--- config.mk ---
export PLATFORM = sky130hd
export DESIGN_NAME = sialc_top
export DESIGN_NICKNAME = d
export VERILOG_FILES = /design/src/sialc_pkg.sv /design/src/sialc_reg_if.sv /design/src/sialc_ahb.sv /design/src/sialc_hbeat.sv /design/src/sialc_top.sv
export SDC_FILE = /design/constraint.sdc
export NUM_CORES = 1
export LEC_CHECK = 0
export BUFFER_PORTS_ARGS = -buffer_cell sky130_fd_sc_hd__buf_2
export CAP_MARGIN = 20
export CORE_MARGIN = 2
export CORE_UTILIZATION = 30
export DETAILED_ROUTE_END_ITERATION = 12
export GPL_ROUTABILITY_DRIVEN = 0
export GPL_TIMING_DRIVEN = 0
export PLACE_DENSITY = 0.49
export SYNTH_ARGS = -nofsm -noshare
export SYNTH_HDL_FRONTEND = slang
export SYNTH_SLANG_ARGS = --single-unit
--- constraint.sdc ---
create_clock -name clk -period 5.4 [get_ports clk]
set_input_delay 0.27 -clock clk [delete_from_list [all_inputs] [get_ports clk]]
set_output_delay 0.27 -clock clk [all_outputs]
set_load 0.01 [all_outputs]
--- src/sialc_pkg.sv ---
// Constants shared by the serial link control bit block
package sialc_pkg;

  // Register byte offsets
  localparam logic [7:0] OFS_CTRL = 8'h00;
  localparam logic [7:0] OFS_MODE = 8'h04;
  localparam logic [7:0] OFS_STAT = 8'h08;

  // Reset values
  localparam logic [31:0] CTRL_RESET = 32'hFFFFFFFF;
  localparam logic [31:0] MODE_RESET = 32'h00000000;

  // Control register fields
  localparam int B_FAST_HDX = 16;
  localparam int B_AUTOSENSE = 15;
  localparam int B_POL_PLUS = 14;
  localparam int B_AUTOPOL = 13;
  localparam int B_LINK_TEST = 12;
  localparam int B_HBEAT = 11;
  localparam int B_COLL_DET = 10;
  localparam int B_COLL_SQ = 9;
  localparam int B_RX_SQ = 8;
  localparam int B_AUTONEG = 7;
  localparam int B_SLOW_HDX = 6;

  // Mode register fields
  localparam int B_PORT_AUI = 3;
  localparam int B_FULL_DUPLEX = 9;

  // Link code word layout
  localparam int LCW_FAST_HDX = 7;
  localparam int LCW_SLOW_FDX = 6;
  localparam int LCW_SLOW_HDX = 5;
  localparam logic [4:0] LCW_SELECTOR = 5'h01;

  // AHB encodings
  localparam logic [2:0] HSIZE_WORD = 3'h2;

  // Heartbeat timing
  localparam int CLK_PERIOD_NS = 8;
  localparam int HB_DELAY_NS = 800;
  localparam int HB_WIDTH_NS = 1000;
  localparam int HB_DELAY_CYC =
    (HB_DELAY_NS + CLK_PERIOD_NS - 1) / CLK_PERIOD_NS;
  localparam int HB_WIDTH_CYC =
    (HB_WIDTH_NS + CLK_PERIOD_NS - 1) / CLK_PERIOD_NS;
  localparam int HB_CNT_W = 8;

endpackage

--- src/sialc_reg_if.sv ---
// Register access carrier between bus slave and register bank
`timescale 1ns/1ps
`default_nettype none
interface sialc_reg_if;
  logic wr;
  logic [7:0] waddr;
  logic [31:0] wdata;
  logic [7:0] raddr;
  logic [31:0] rdata;

  modport bus (output wr, output waddr, output wdata, output raddr,
    input rdata);
  modport regs (input wr, input waddr, input wdata, input raddr,
    output rdata);
endinterface
`default_nettype wire

--- src/sialc_ahb.sv ---
// AHB-Lite slave front end for the register bank
`timescale 1ns/1ps
`default_nettype none
module sialc_ahb (
  input wire logic clk, // System clock
  input wire logic reset, // Async reset
  input wire logic hsel, // Slave select
  input wire logic [31:0] haddr, // Address
  input wire logic [1:0] htrans, // Transfer type
  input wire logic hwrite, // Write flag
  input wire logic [2:0] hsize, // Transfer size
  input wire logic [31:0] hwdata, // Write data
  input wire logic hready, // Bus ready
  output logic hreadyout, // Slave ready
  output logic hresp, // Response
  output logic [31:0] hrdata, // Read data
  sialc_reg_if.bus rb // Register access
);
  logic accept;
  logic wr_q;
  logic [7:0] waddr_q;
  logic rd_pend_q;
  logic [7:0] raddr_q;
  logic ready_q;
  logic [31:0] rdata_q;
  logic resp_q;

  assign accept = hsel & hready & htrans[1];

  // Write data phase follows the accepted address phase
  always_ff @(posedge clk or posedge reset) begin
    if (reset) begin
      wr_q <= 1'b0;
      waddr_q <= 8'h00;
    end else begin
      wr_q <= accept & hwrite & (hsize == sialc_pkg::HSIZE_WORD);
      if (accept) begin
        waddr_q <= haddr[7:0];
      end
    end
  end

  // Reads take one wait state so a just-written value is seen
  always_ff @(posedge clk or posedge reset) begin
    if (reset) begin
      rd_pend_q <= 1'b0;
      raddr_q <= 8'h00;
      ready_q <= 1'b1;
      rdata_q <= 32'h00000000;
    end else if (rd_pend_q) begin
      rd_pend_q <= 1'b0;
      ready_q <= 1'b1;
      rdata_q <= rb.rdata;
    end else if (accept && !hwrite) begin
      rd_pend_q <= 1'b1;
      raddr_q <= haddr[7:0];
      ready_q <= 1'b0;
    end
  end

  always_ff @(posedge clk or posedge reset) begin
    if (reset) begin
      resp_q <= 1'b0;
    end else begin
      resp_q <= 1'b0;
    end
  end

  assign rb.wr = wr_q;
  assign rb.waddr = waddr_q;
  assign rb.wdata = hwdata;
  assign rb.raddr = raddr_q;
  assign hreadyout = ready_q;
  assign hrdata = rdata_q;
  assign hresp = resp_q;
endmodule
`default_nettype wire

--- src/sialc_hbeat.sv ---
// Heartbeat generator imitating an external attachment unit
`timescale 1ns/1ps
`default_nettype none
module sialc_hbeat (
  input wire logic clk, // System clock
  input wire logic reset, // Async reset
  input wire logic enable, // Heartbeat generate enable
  input wire logic tx_done, // Transmit end pulse
  output logic pulse // Heartbeat output
);
  typedef enum logic [1:0] {HB_IDLE, HB_WAIT, HB_PULSE} sialc_hb_t;
  localparam logic [7:0] DLY = 8'(sialc_pkg::HB_DELAY_CYC - 1);
  localparam logic [7:0] WID = 8'(sialc_pkg::HB_WIDTH_CYC - 1);

  sialc_hb_t state_q;
  logic [sialc_pkg::HB_CNT_W-1:0] cnt_q;
  logic pulse_q;

  always_ff @(posedge clk or posedge reset) begin
    if (reset) begin
      state_q <= HB_IDLE;
      cnt_q <= 8'h00;
      pulse_q <= 1'b0;
    end else begin
      unique case (state_q)
        HB_IDLE: begin
          if (enable && tx_done) begin
            state_q <= HB_WAIT;
            cnt_q <= DLY;
          end
        end
        HB_WAIT: begin
          if (cnt_q == 8'h00) begin
            state_q <= HB_PULSE;
            cnt_q <= WID;
            pulse_q <= 1'b1;
          end else begin
            cnt_q <= cnt_q - 8'h01;
          end
        end
        HB_PULSE: begin
          if (cnt_q == 8'h00) begin
            state_q <= HB_IDLE;
            pulse_q <= 1'b0;
          end else begin
            cnt_q <= cnt_q - 8'h01;
          end
        end
        default: begin
          state_q <= HB_IDLE;
          pulse_q <= 1'b0;
        end
      endcase
    end
  end

  assign pulse = pulse_q;
endmodule
`default_nettype wire

--- src/sialc_top.sv ---
// Serial link control bits: register bank and port control
//
// The AHB-Lite register port and the register offsets were decided locally.
`timescale 1ns/1ps
`default_nettype none
module sialc_top (
  input wire logic clk, // System clock
  input wire logic reset, // Async reset
  input wire logic hsel, // AHB slave select
  input wire logic [31:0] haddr, // AHB address
  input wire logic [1:0] htrans, // AHB transfer type
  input wire logic hwrite, // AHB write flag
  input wire logic [2:0] hsize, // AHB size
  input wire logic [31:0] hwdata, // AHB write data
  input wire logic hready, // AHB ready
  output logic hreadyout, // AHB slave ready
  output logic hresp, // AHB response
  output logic [31:0] hrdata, // AHB read data
  input wire logic tx_done, // Transmit packet end pulse
  input wire logic link_pulse_ok, // Link pulses seen
  input wire logic pol_reversed, // Autopolarity detector result
  input wire logic rx_data_in, // Raw receive data
  input wire logic tp_activity, // Twisted pair carrier seen
  input wire logic aui_activity, // AUI carrier seen
  output logic [15:0] link_code_word, // Transmitted code word
  output logic autoneg_run, // Autonegotiation active
  output logic mon_tp, // Twisted pair monitored
  output logic mon_aui, // AUI monitored
  output logic autopol_on, // Autopolarity logic enabled
  output logic rx_invert, // Receive polarity inverted
  output logic rx_data_out, // Polarity corrected data
  output logic link_test_on, // Link test logic running
  output logic link_pass, // Link test in pass state
  output logic heartbeat, // Heartbeat signal
  output logic hb_fail, // Descriptor heartbeat fail pulse
  output logic coll_det_on, // Collision detect enabled
  output logic aui_coll_rx_on, // AUI collision receivers on
  output logic tp_rx_on, // Twisted pair receiver on
  output logic aui_rx_on // AUI receiver on
);
  typedef enum logic {LT_FAIL, LT_PASS} sialc_lt_t;

  sialc_reg_if rb ();

  logic [31:0] ctrl_q;
  logic [31:0] mode_q;
  logic [31:0] stat_d;
  logic [31:0] rdata_d;

  logic aui_sel;
  logic tp_sel;
  logic autonegotiation_enable;
  logic apol_d;
  logic inv_d;

  logic [15:0] lcw_q;
  logic an_q;
  logic mon_tp_q;
  logic mon_aui_q;
  logic apol_q;
  logic inv_q;
  logic rxd_q;
  logic lte_q;
  sialc_lt_t lt_q;
  logic hbf_q;
  logic cld_q;
  logic csq_q;
  logic tprx_q;
  logic auirx_q;
  logic tp_seen_q;
  logic aui_seen_q;
  logic hb_pulse;

  sialc_ahb u_ahb (
    .clk(clk),
    .reset(reset),
    .hsel(hsel),
    .haddr(haddr),
    .htrans(htrans),
    .hwrite(hwrite),
    .hsize(hsize),
    .hwdata(hwdata),
    .hready(hready),
    .hreadyout(hreadyout),
    .hresp(hresp),
    .hrdata(hrdata),
    .rb(rb.bus)
  );

  sialc_hbeat u_hbeat (
    .clk(clk),
    .reset(reset),
    .enable(ctrl_q[sialc_pkg::B_HBEAT]),
    .tx_done(tx_done),
    .pulse(hb_pulse)
  );

  // Control register, software written
  always_ff @(posedge clk or posedge reset) begin
    if (reset) begin
      ctrl_q <= sialc_pkg::CTRL_RESET;
    end else if (rb.wr && rb.waddr == sialc_pkg::OFS_CTRL) begin
      ctrl_q <= rb.wdata;
    end
  end

  // Port select and duplex mode register
  always_ff @(posedge clk or posedge reset) begin
    if (reset) begin
      mode_q <= sialc_pkg::MODE_RESET;
    end else if (rb.wr && rb.waddr == sialc_pkg::OFS_MODE) begin
      mode_q <= rb.wdata;
    end
  end

  assign aui_sel = mode_q[sialc_pkg::B_PORT_AUI];
  assign tp_sel = ~aui_sel;
  assign autonegotiation_enable = ctrl_q[sialc_pkg::B_AUTONEG];

  // Autopolarity only with link test also on
  assign apol_d = ctrl_q[sialc_pkg::B_AUTOPOL]
    & ctrl_q[sialc_pkg::B_LINK_TEST];

  // Polarity from detector, else from polarity plus
  always_comb begin
    inv_d = 1'b0;
    if (tp_sel) begin
      if (apol_d) begin
        inv_d = pol_reversed;
      end else begin
        inv_d = ~ctrl_q[sialc_pkg::B_POL_PLUS];
      end
    end
  end

  // Advertised abilities
  always_ff @(posedge clk or posedge reset) begin
    if (reset) begin
      lcw_q <= 16'h0000;
    end else begin
      lcw_q <= 16'h0000;
      lcw_q[4:0] <= sialc_pkg::LCW_SELECTOR;
      lcw_q[sialc_pkg::LCW_FAST_HDX] <=
        autonegotiation_enable & ctrl_q[sialc_pkg::B_FAST_HDX];
      lcw_q[sialc_pkg::LCW_SLOW_FDX] <=
        mode_q[sialc_pkg::B_FULL_DUPLEX];
      lcw_q[sialc_pkg::LCW_SLOW_HDX] <=
        autonegotiation_enable & ctrl_q[sialc_pkg::B_SLOW_HDX];
    end
  end

  // Negotiation only when enabled and on twisted pair
  always_ff @(posedge clk or posedge reset) begin
    if (reset) begin
      an_q <= 1'b0;
    end else begin
      an_q <= autonegotiation_enable & tp_sel;
    end
  end

  // Port monitoring
  always_ff @(posedge clk or posedge reset) begin
    if (reset) begin
      mon_tp_q <= 1'b0;
      mon_aui_q <= 1'b0;
    end else begin
      mon_tp_q <= ctrl_q[sialc_pkg::B_AUTOSENSE] | tp_sel;
      mon_aui_q <= ctrl_q[sialc_pkg::B_AUTOSENSE] | aui_sel;
    end
  end

  // Activity seen on monitored ports, cleared by a status read
  always_ff @(posedge clk or posedge reset) begin
    if (reset) begin
      tp_seen_q <= 1'b0;
      aui_seen_q <= 1'b0;
    end else begin
      if (tp_activity && mon_tp_q) begin
        tp_seen_q <= 1'b1;
      end else if (hreadyout == 1'b0 && rb.raddr == sialc_pkg::OFS_STAT) begin
        tp_seen_q <= 1'b0;
      end
      if (aui_activity && mon_aui_q) begin
        aui_seen_q <= 1'b1;
      end else if (hreadyout == 1'b0 && rb.raddr == sialc_pkg::OFS_STAT) begin
        aui_seen_q <= 1'b0;
      end
    end
  end

  // Receive polarity path
  always_ff @(posedge clk or posedge reset) begin
    if (reset) begin
      apol_q <= 1'b0;
      inv_q <= 1'b0;
      rxd_q <= 1'b0;
    end else begin
      apol_q <= apol_d & tp_sel;
      inv_q <= inv_d;
      rxd_q <= rx_data_in ^ inv_d;
    end
  end

  // Link test state, forced to pass when disabled
  always_ff @(posedge clk or posedge reset) begin
    if (reset) begin
      lt_q <= LT_PASS;
      lte_q <= 1'b0;
    end else begin
      lte_q <= ctrl_q[sialc_pkg::B_LINK_TEST] & tp_sel;
      if (!ctrl_q[sialc_pkg::B_LINK_TEST] || aui_sel) begin
        lt_q <= LT_PASS;
      end else begin
        unique case (lt_q)
          LT_FAIL: begin
            if (link_pulse_ok) begin
              lt_q <= LT_PASS;
            end
          end
          LT_PASS: begin
            if (!link_pulse_ok) begin
              lt_q <= LT_FAIL;
            end
          end
        endcase
      end
    end
  end

  // Heartbeat fail reported per packet on twisted pair
  always_ff @(posedge clk or posedge reset) begin
    if (reset) begin
      hbf_q <= 1'b0;
    end else begin
      hbf_q <= tx_done & tp_sel & ~ctrl_q[sialc_pkg::B_HBEAT];
    end
  end

  // Collision and receive squelch enables
  always_ff @(posedge clk or posedge reset) begin
    if (reset) begin
      cld_q <= 1'b0;
      csq_q <= 1'b0;
      tprx_q <= 1'b0;
      auirx_q <= 1'b0;
    end else begin
      cld_q <= ctrl_q[sialc_pkg::B_COLL_DET];
      csq_q <= ctrl_q[sialc_pkg::B_COLL_SQ] & aui_sel;
      tprx_q <= ctrl_q[sialc_pkg::B_RX_SQ]
        & (tp_sel | ctrl_q[sialc_pkg::B_AUTOSENSE]);
      auirx_q <= ctrl_q[sialc_pkg::B_RX_SQ]
        & (aui_sel | ctrl_q[sialc_pkg::B_AUTOSENSE]);
    end
  end

  // Status word
  always_comb begin
    stat_d = 32'h00000000;
    stat_d[15:0] = lcw_q;
    stat_d[16] = lt_q == LT_PASS;
    stat_d[17] = an_q;
    stat_d[18] = mon_tp_q;
    stat_d[19] = mon_aui_q;
    stat_d[20] = inv_q;
    stat_d[21] = apol_q;
    stat_d[22] = tp_seen_q;
    stat_d[23] = aui_seen_q;
    stat_d[24] = lte_q;
  end

  // Read decode; unmapped offsets read zero
  always_comb begin
    unique case (rb.raddr)
      sialc_pkg::OFS_CTRL: rdata_d = ctrl_q;
      sialc_pkg::OFS_MODE: rdata_d = mode_q;
      sialc_pkg::OFS_STAT: rdata_d = stat_d;
      default: rdata_d = 32'h00000000;
    endcase
  end

  assign rb.rdata = rdata_d;

  assign link_code_word = lcw_q;
  assign autoneg_run = an_q;
  assign mon_tp = mon_tp_q;
  assign mon_aui = mon_aui_q;
  assign autopol_on = apol_q;
  assign rx_invert = inv_q;
  assign rx_data_out = rxd_q;
  assign link_test_on = lte_q;
  assign link_pass = lt_q == LT_PASS;
  assign heartbeat = hb_pulse;
  assign hb_fail = hbf_q;
  assign coll_det_on = cld_q;
  assign aui_coll_rx_on = csq_q;
  assign tp_rx_on = tprx_q;
  assign aui_rx_on = auirx_q;
endmodule
`default_nettype wire

==> results.py <==
metrics = {
    "run_status": {
        "outcome": "completed",
    },
    "grt": {
        "grt_pass1_vias": 4302,
        "antenna_found_initial": 2,
        "grt_usage_pct": 14.5,
        "grt_pass1_wl_mm": 24.4,
        "overflow": 0,
        "grt_start_max_net_pins": 98,
    },
    "cells_and_area": {
        "nNetsFinal": 679,
        "layout_common_cells": "111 x dfrtp_1, 109 x buf_2, 72 x mux2_2, 34 x dfstp_2",
        "fin_area_mm2": 0.00800,
        "drive_above_1_share_pct": 51.7,
        "fin_util_pct": 37.9,
        "final_common_cell": "dfrtp_1",
        "nFillCells": 2030,
        "syn2layout_area_growth_pct": 23.7,
    },
    "synth": {
        "synth_edf_count": 0,
        "ys_ff_latch": 145,
        "syn_avg_cell_area_um2": 14.2,
        "seq_area_frac_synth_pct": 56.8,
        "syn_inst": 455,
        "synth.distinct_cells": 55,
        "synth.largest_area_cell": "dfrtp_1",
        "synth_area_leaders": "dfrtp_1 43%, dfstp_2 14%, mux2_2 13%, o2bb2ai_2 3.7%, a22oi_2 3.1%",
        "syn_area_mm2": 0.00647,
        "ys_async_sr_fraction_pct": 100,
        "yosysWarnings": 0,
        "synth_top_flop_cell": "dfrtp_1",
        "synth_top_area_share_pct": 43.0,
    },
    "worst_setup_path": {
        "worstSetupEndpointType": "flop",
        "path_buf_inv": 0,
        "cp.arrival_ns": 2.33,
        "worstSetupPathDepth": 4,
        "crit_family": "simple AND/OR/NAND/NOR gates",
        "crit_fanout": 4,
        "worst_setup_path_start_kind": "flop",
        "startpoint": "u_ahb.rb.raddr[4]$_DFFE_PP0P_",
        "timing.rr.end": "u_ahb.hrdata[5]$_DFFE_PP0P_",
        "cpPeakStageDelay_ns": 0.59,
        "critPathRequiredTime_ns": 5.75,
        "r2r_start": "u_ahb.rb.raddr[4]$_DFFE_PP0P_",
        "endpoint": "u_ahb.hrdata[5]$_DFFE_PP0P_",
        "reg2reg_depth": 4,
        "reg2reg_slack_ns": 3.42,
        "crit_path_cell_trace": "nor4_2, nand4_1, nor4_1, a221o_1",
        "worst-setup-path-type": "reg2reg",
        "cpMaxStageDelayCell": "nor4_1",
    },
    "clock_tree": {
        "clock-sinks": 145,
        "cts_buffer_depth": 2,
        "clock_latency_ns": 0.42,
        "path_clk_slew_ns": 0.06,
        "cts_resized": 0,
        "ctsHoldBuffers": 1,
        "post-cts-setup-buffers": 0,
        "clockRootBuffer": "clkbuf_16",
        "htree_levels": 4,
        "cts_tree": "built",
        "cts_buffers": 17,
    },
    "routing": {
        "dr.first_iter.drc_count": 195,
        "dr.pass1.iters": 4,
        "wire_per_inst_um": 18.0,
        "viasPerCell": 4.67,
        "ant_nets": 0,
        "dr_total_vias": 4121,
        "drt_wl_total_mm": 15.8,
        "route.detailed.drc": 0,
    },
    "timing": {
        "slew_viol_final": 0,
        "hold_viol": 0,
        "skew_ns": 0.00875,
        "rsz0062_at_grt": "no",
        "slew_headroom_pct": 40.7,
        "setup_ws_ns": 3.42,
        "fin_crit_ns": 1.98,
        "timing.fmax_ghz": 0.504,
        "period_share_pct": 36.7,
        "finalSetupViolCount": 0,
        "tightest_slew_ns": 0.890,
    },
    "hold_path": {
        "hold_depth": 2,
        "worstHoldPathType": "in2reg",
    },
    "power_and_ir_drop": {
        "power_leakage_nw": 3.59,
        "p_per_area_mw_per_mm2": 351,
        "irDropWorstVdd_v": 0.000142,
    },
    "floorplan": {
        "rows": 53,
        "die_area_mm2": 0.0227,
        "dieWidth_um": 151,
        "pin_count": 144,
        "start_util_pct": 30.7,
        "die_h_um": 151,
        "core_area_mm2": 0.0211,
    },
    "placement": {
        "place_area_mm2": 0.00741,
        "io_buffers": 105,
        "place_ws_ns": 3.43,
        "hpwlAfterDp_mm": 11.5,
    },
    "run": {
        "max_cap_viol_count": 0,
    },
}
==> power breakdown <==
part	switching [mW]	internal (mW)
clock network	0.440	0.701
logic	0.229	0.190
registers	0.0807	1.17
==> how the worst min path moves through the flow <==
stage	from	end	slack (ns)
after CTS	link_pulse_ok	link_pass$_DFF_PP1_	0.06
after detailed placement	reset	u_ahb.hrdata[27]$_DFFE_PP0P_	0.35
final	link_pulse_ok	link_pass$_DFF_PP1_	0.07
after global placement	mode_q[9]$_DFFE_PP0P_	link_code_word[6]$_DFF_PP0_	0.39
after floorplan	rx_data_in	rx_data_out$_DFF_PP0_	0.36
after global routing	rx_data_in	rx_data_out$_DFF_PP0_	0.06
==> synth_stat cells, drive strengths merged (4+ instances only) <==
cell     instances
o22a             4
nor2b           13
nor4             6
mux2            83
o21ai           11
nand2            4
o2bb2ai         20
buf             27
dfstp           34
and2            10
inv              9
a221o            9
a22oi           29
a31oi           10
dfrtp          111
ha               6
a21oi            7
clkbuf           7
nor2            18
==> routing by layer <==
metal  vias up  global-route usage [%]  share of wire (%)
li1       1937                       -                  -
met1      2076                    18.8                 45
met2        98                    23.5                 48
met3         8                    5.06                6.1
met4         2                    3.18               0.54
met5         -                       0              0.069
==> worst register-to-register path: cells and delay by family, from the launching register on <==
family          cells  cell delay [ns]
simple gates        3             1.27
flops               1             0.39
compound gates      1             0.26
==> registers in the layout, summed over array words and instances (netlist names), 2 cells and up <==
| signal | count |
|---|---|
| u_hbeat.cnt_q | 8 |
| u_ahb.rb.waddr | 8 |
| u_ahb.hrdata | 32 |
| ctrl_q | 32 |
| u_hbeat.state_q | 2 |
| link_code_word | 4 |
| mode_q | 32 |
| u_ahb.rb.raddr | 8 |
==> area by class of cell <==
type	count	area, um2	area share, %
Sequential cell	145	3670	45.9
Multi-Input combinational cell	279	2510	31.3
Timing Repair Buffer	107	563	7.04
Clock buffer	22	464	5.80
Tap cell	275	344	4.30
Buffer	34	300	3.75
Clock inverter	10	109	1.36
Inverter	9	38.8	0.485
Antenna cell	1	2.50	0.0313
==> metrics by stage <==
stage	cells	total power [mW]	hold WS, ns	setup TNS [ns]
finish	882	2.81	0.0666	0
global route	881	2.96	0.0649	0
CTS	881	2.84	0.0574	0
detailed placement	848	1.69	0.352	0
global placement	847	1.66	0.393	-39.20
floorplan	467	1.56	0.361	0
==> cell families after synthesis <==
family / count (synthesis) / synth area share [%]
compound gates: 101 / 14.6
xor+xnor: 1 / 0.135
fa+ha+maj: 6 / 1.16
buf+inv: 43 / 5.17
flops: 145 / 56.8
mux: 83 / 14.5
other cells: 2 / 0.116
simple gates: 74 / 7.55
Power figures use the tool's default switching activity.
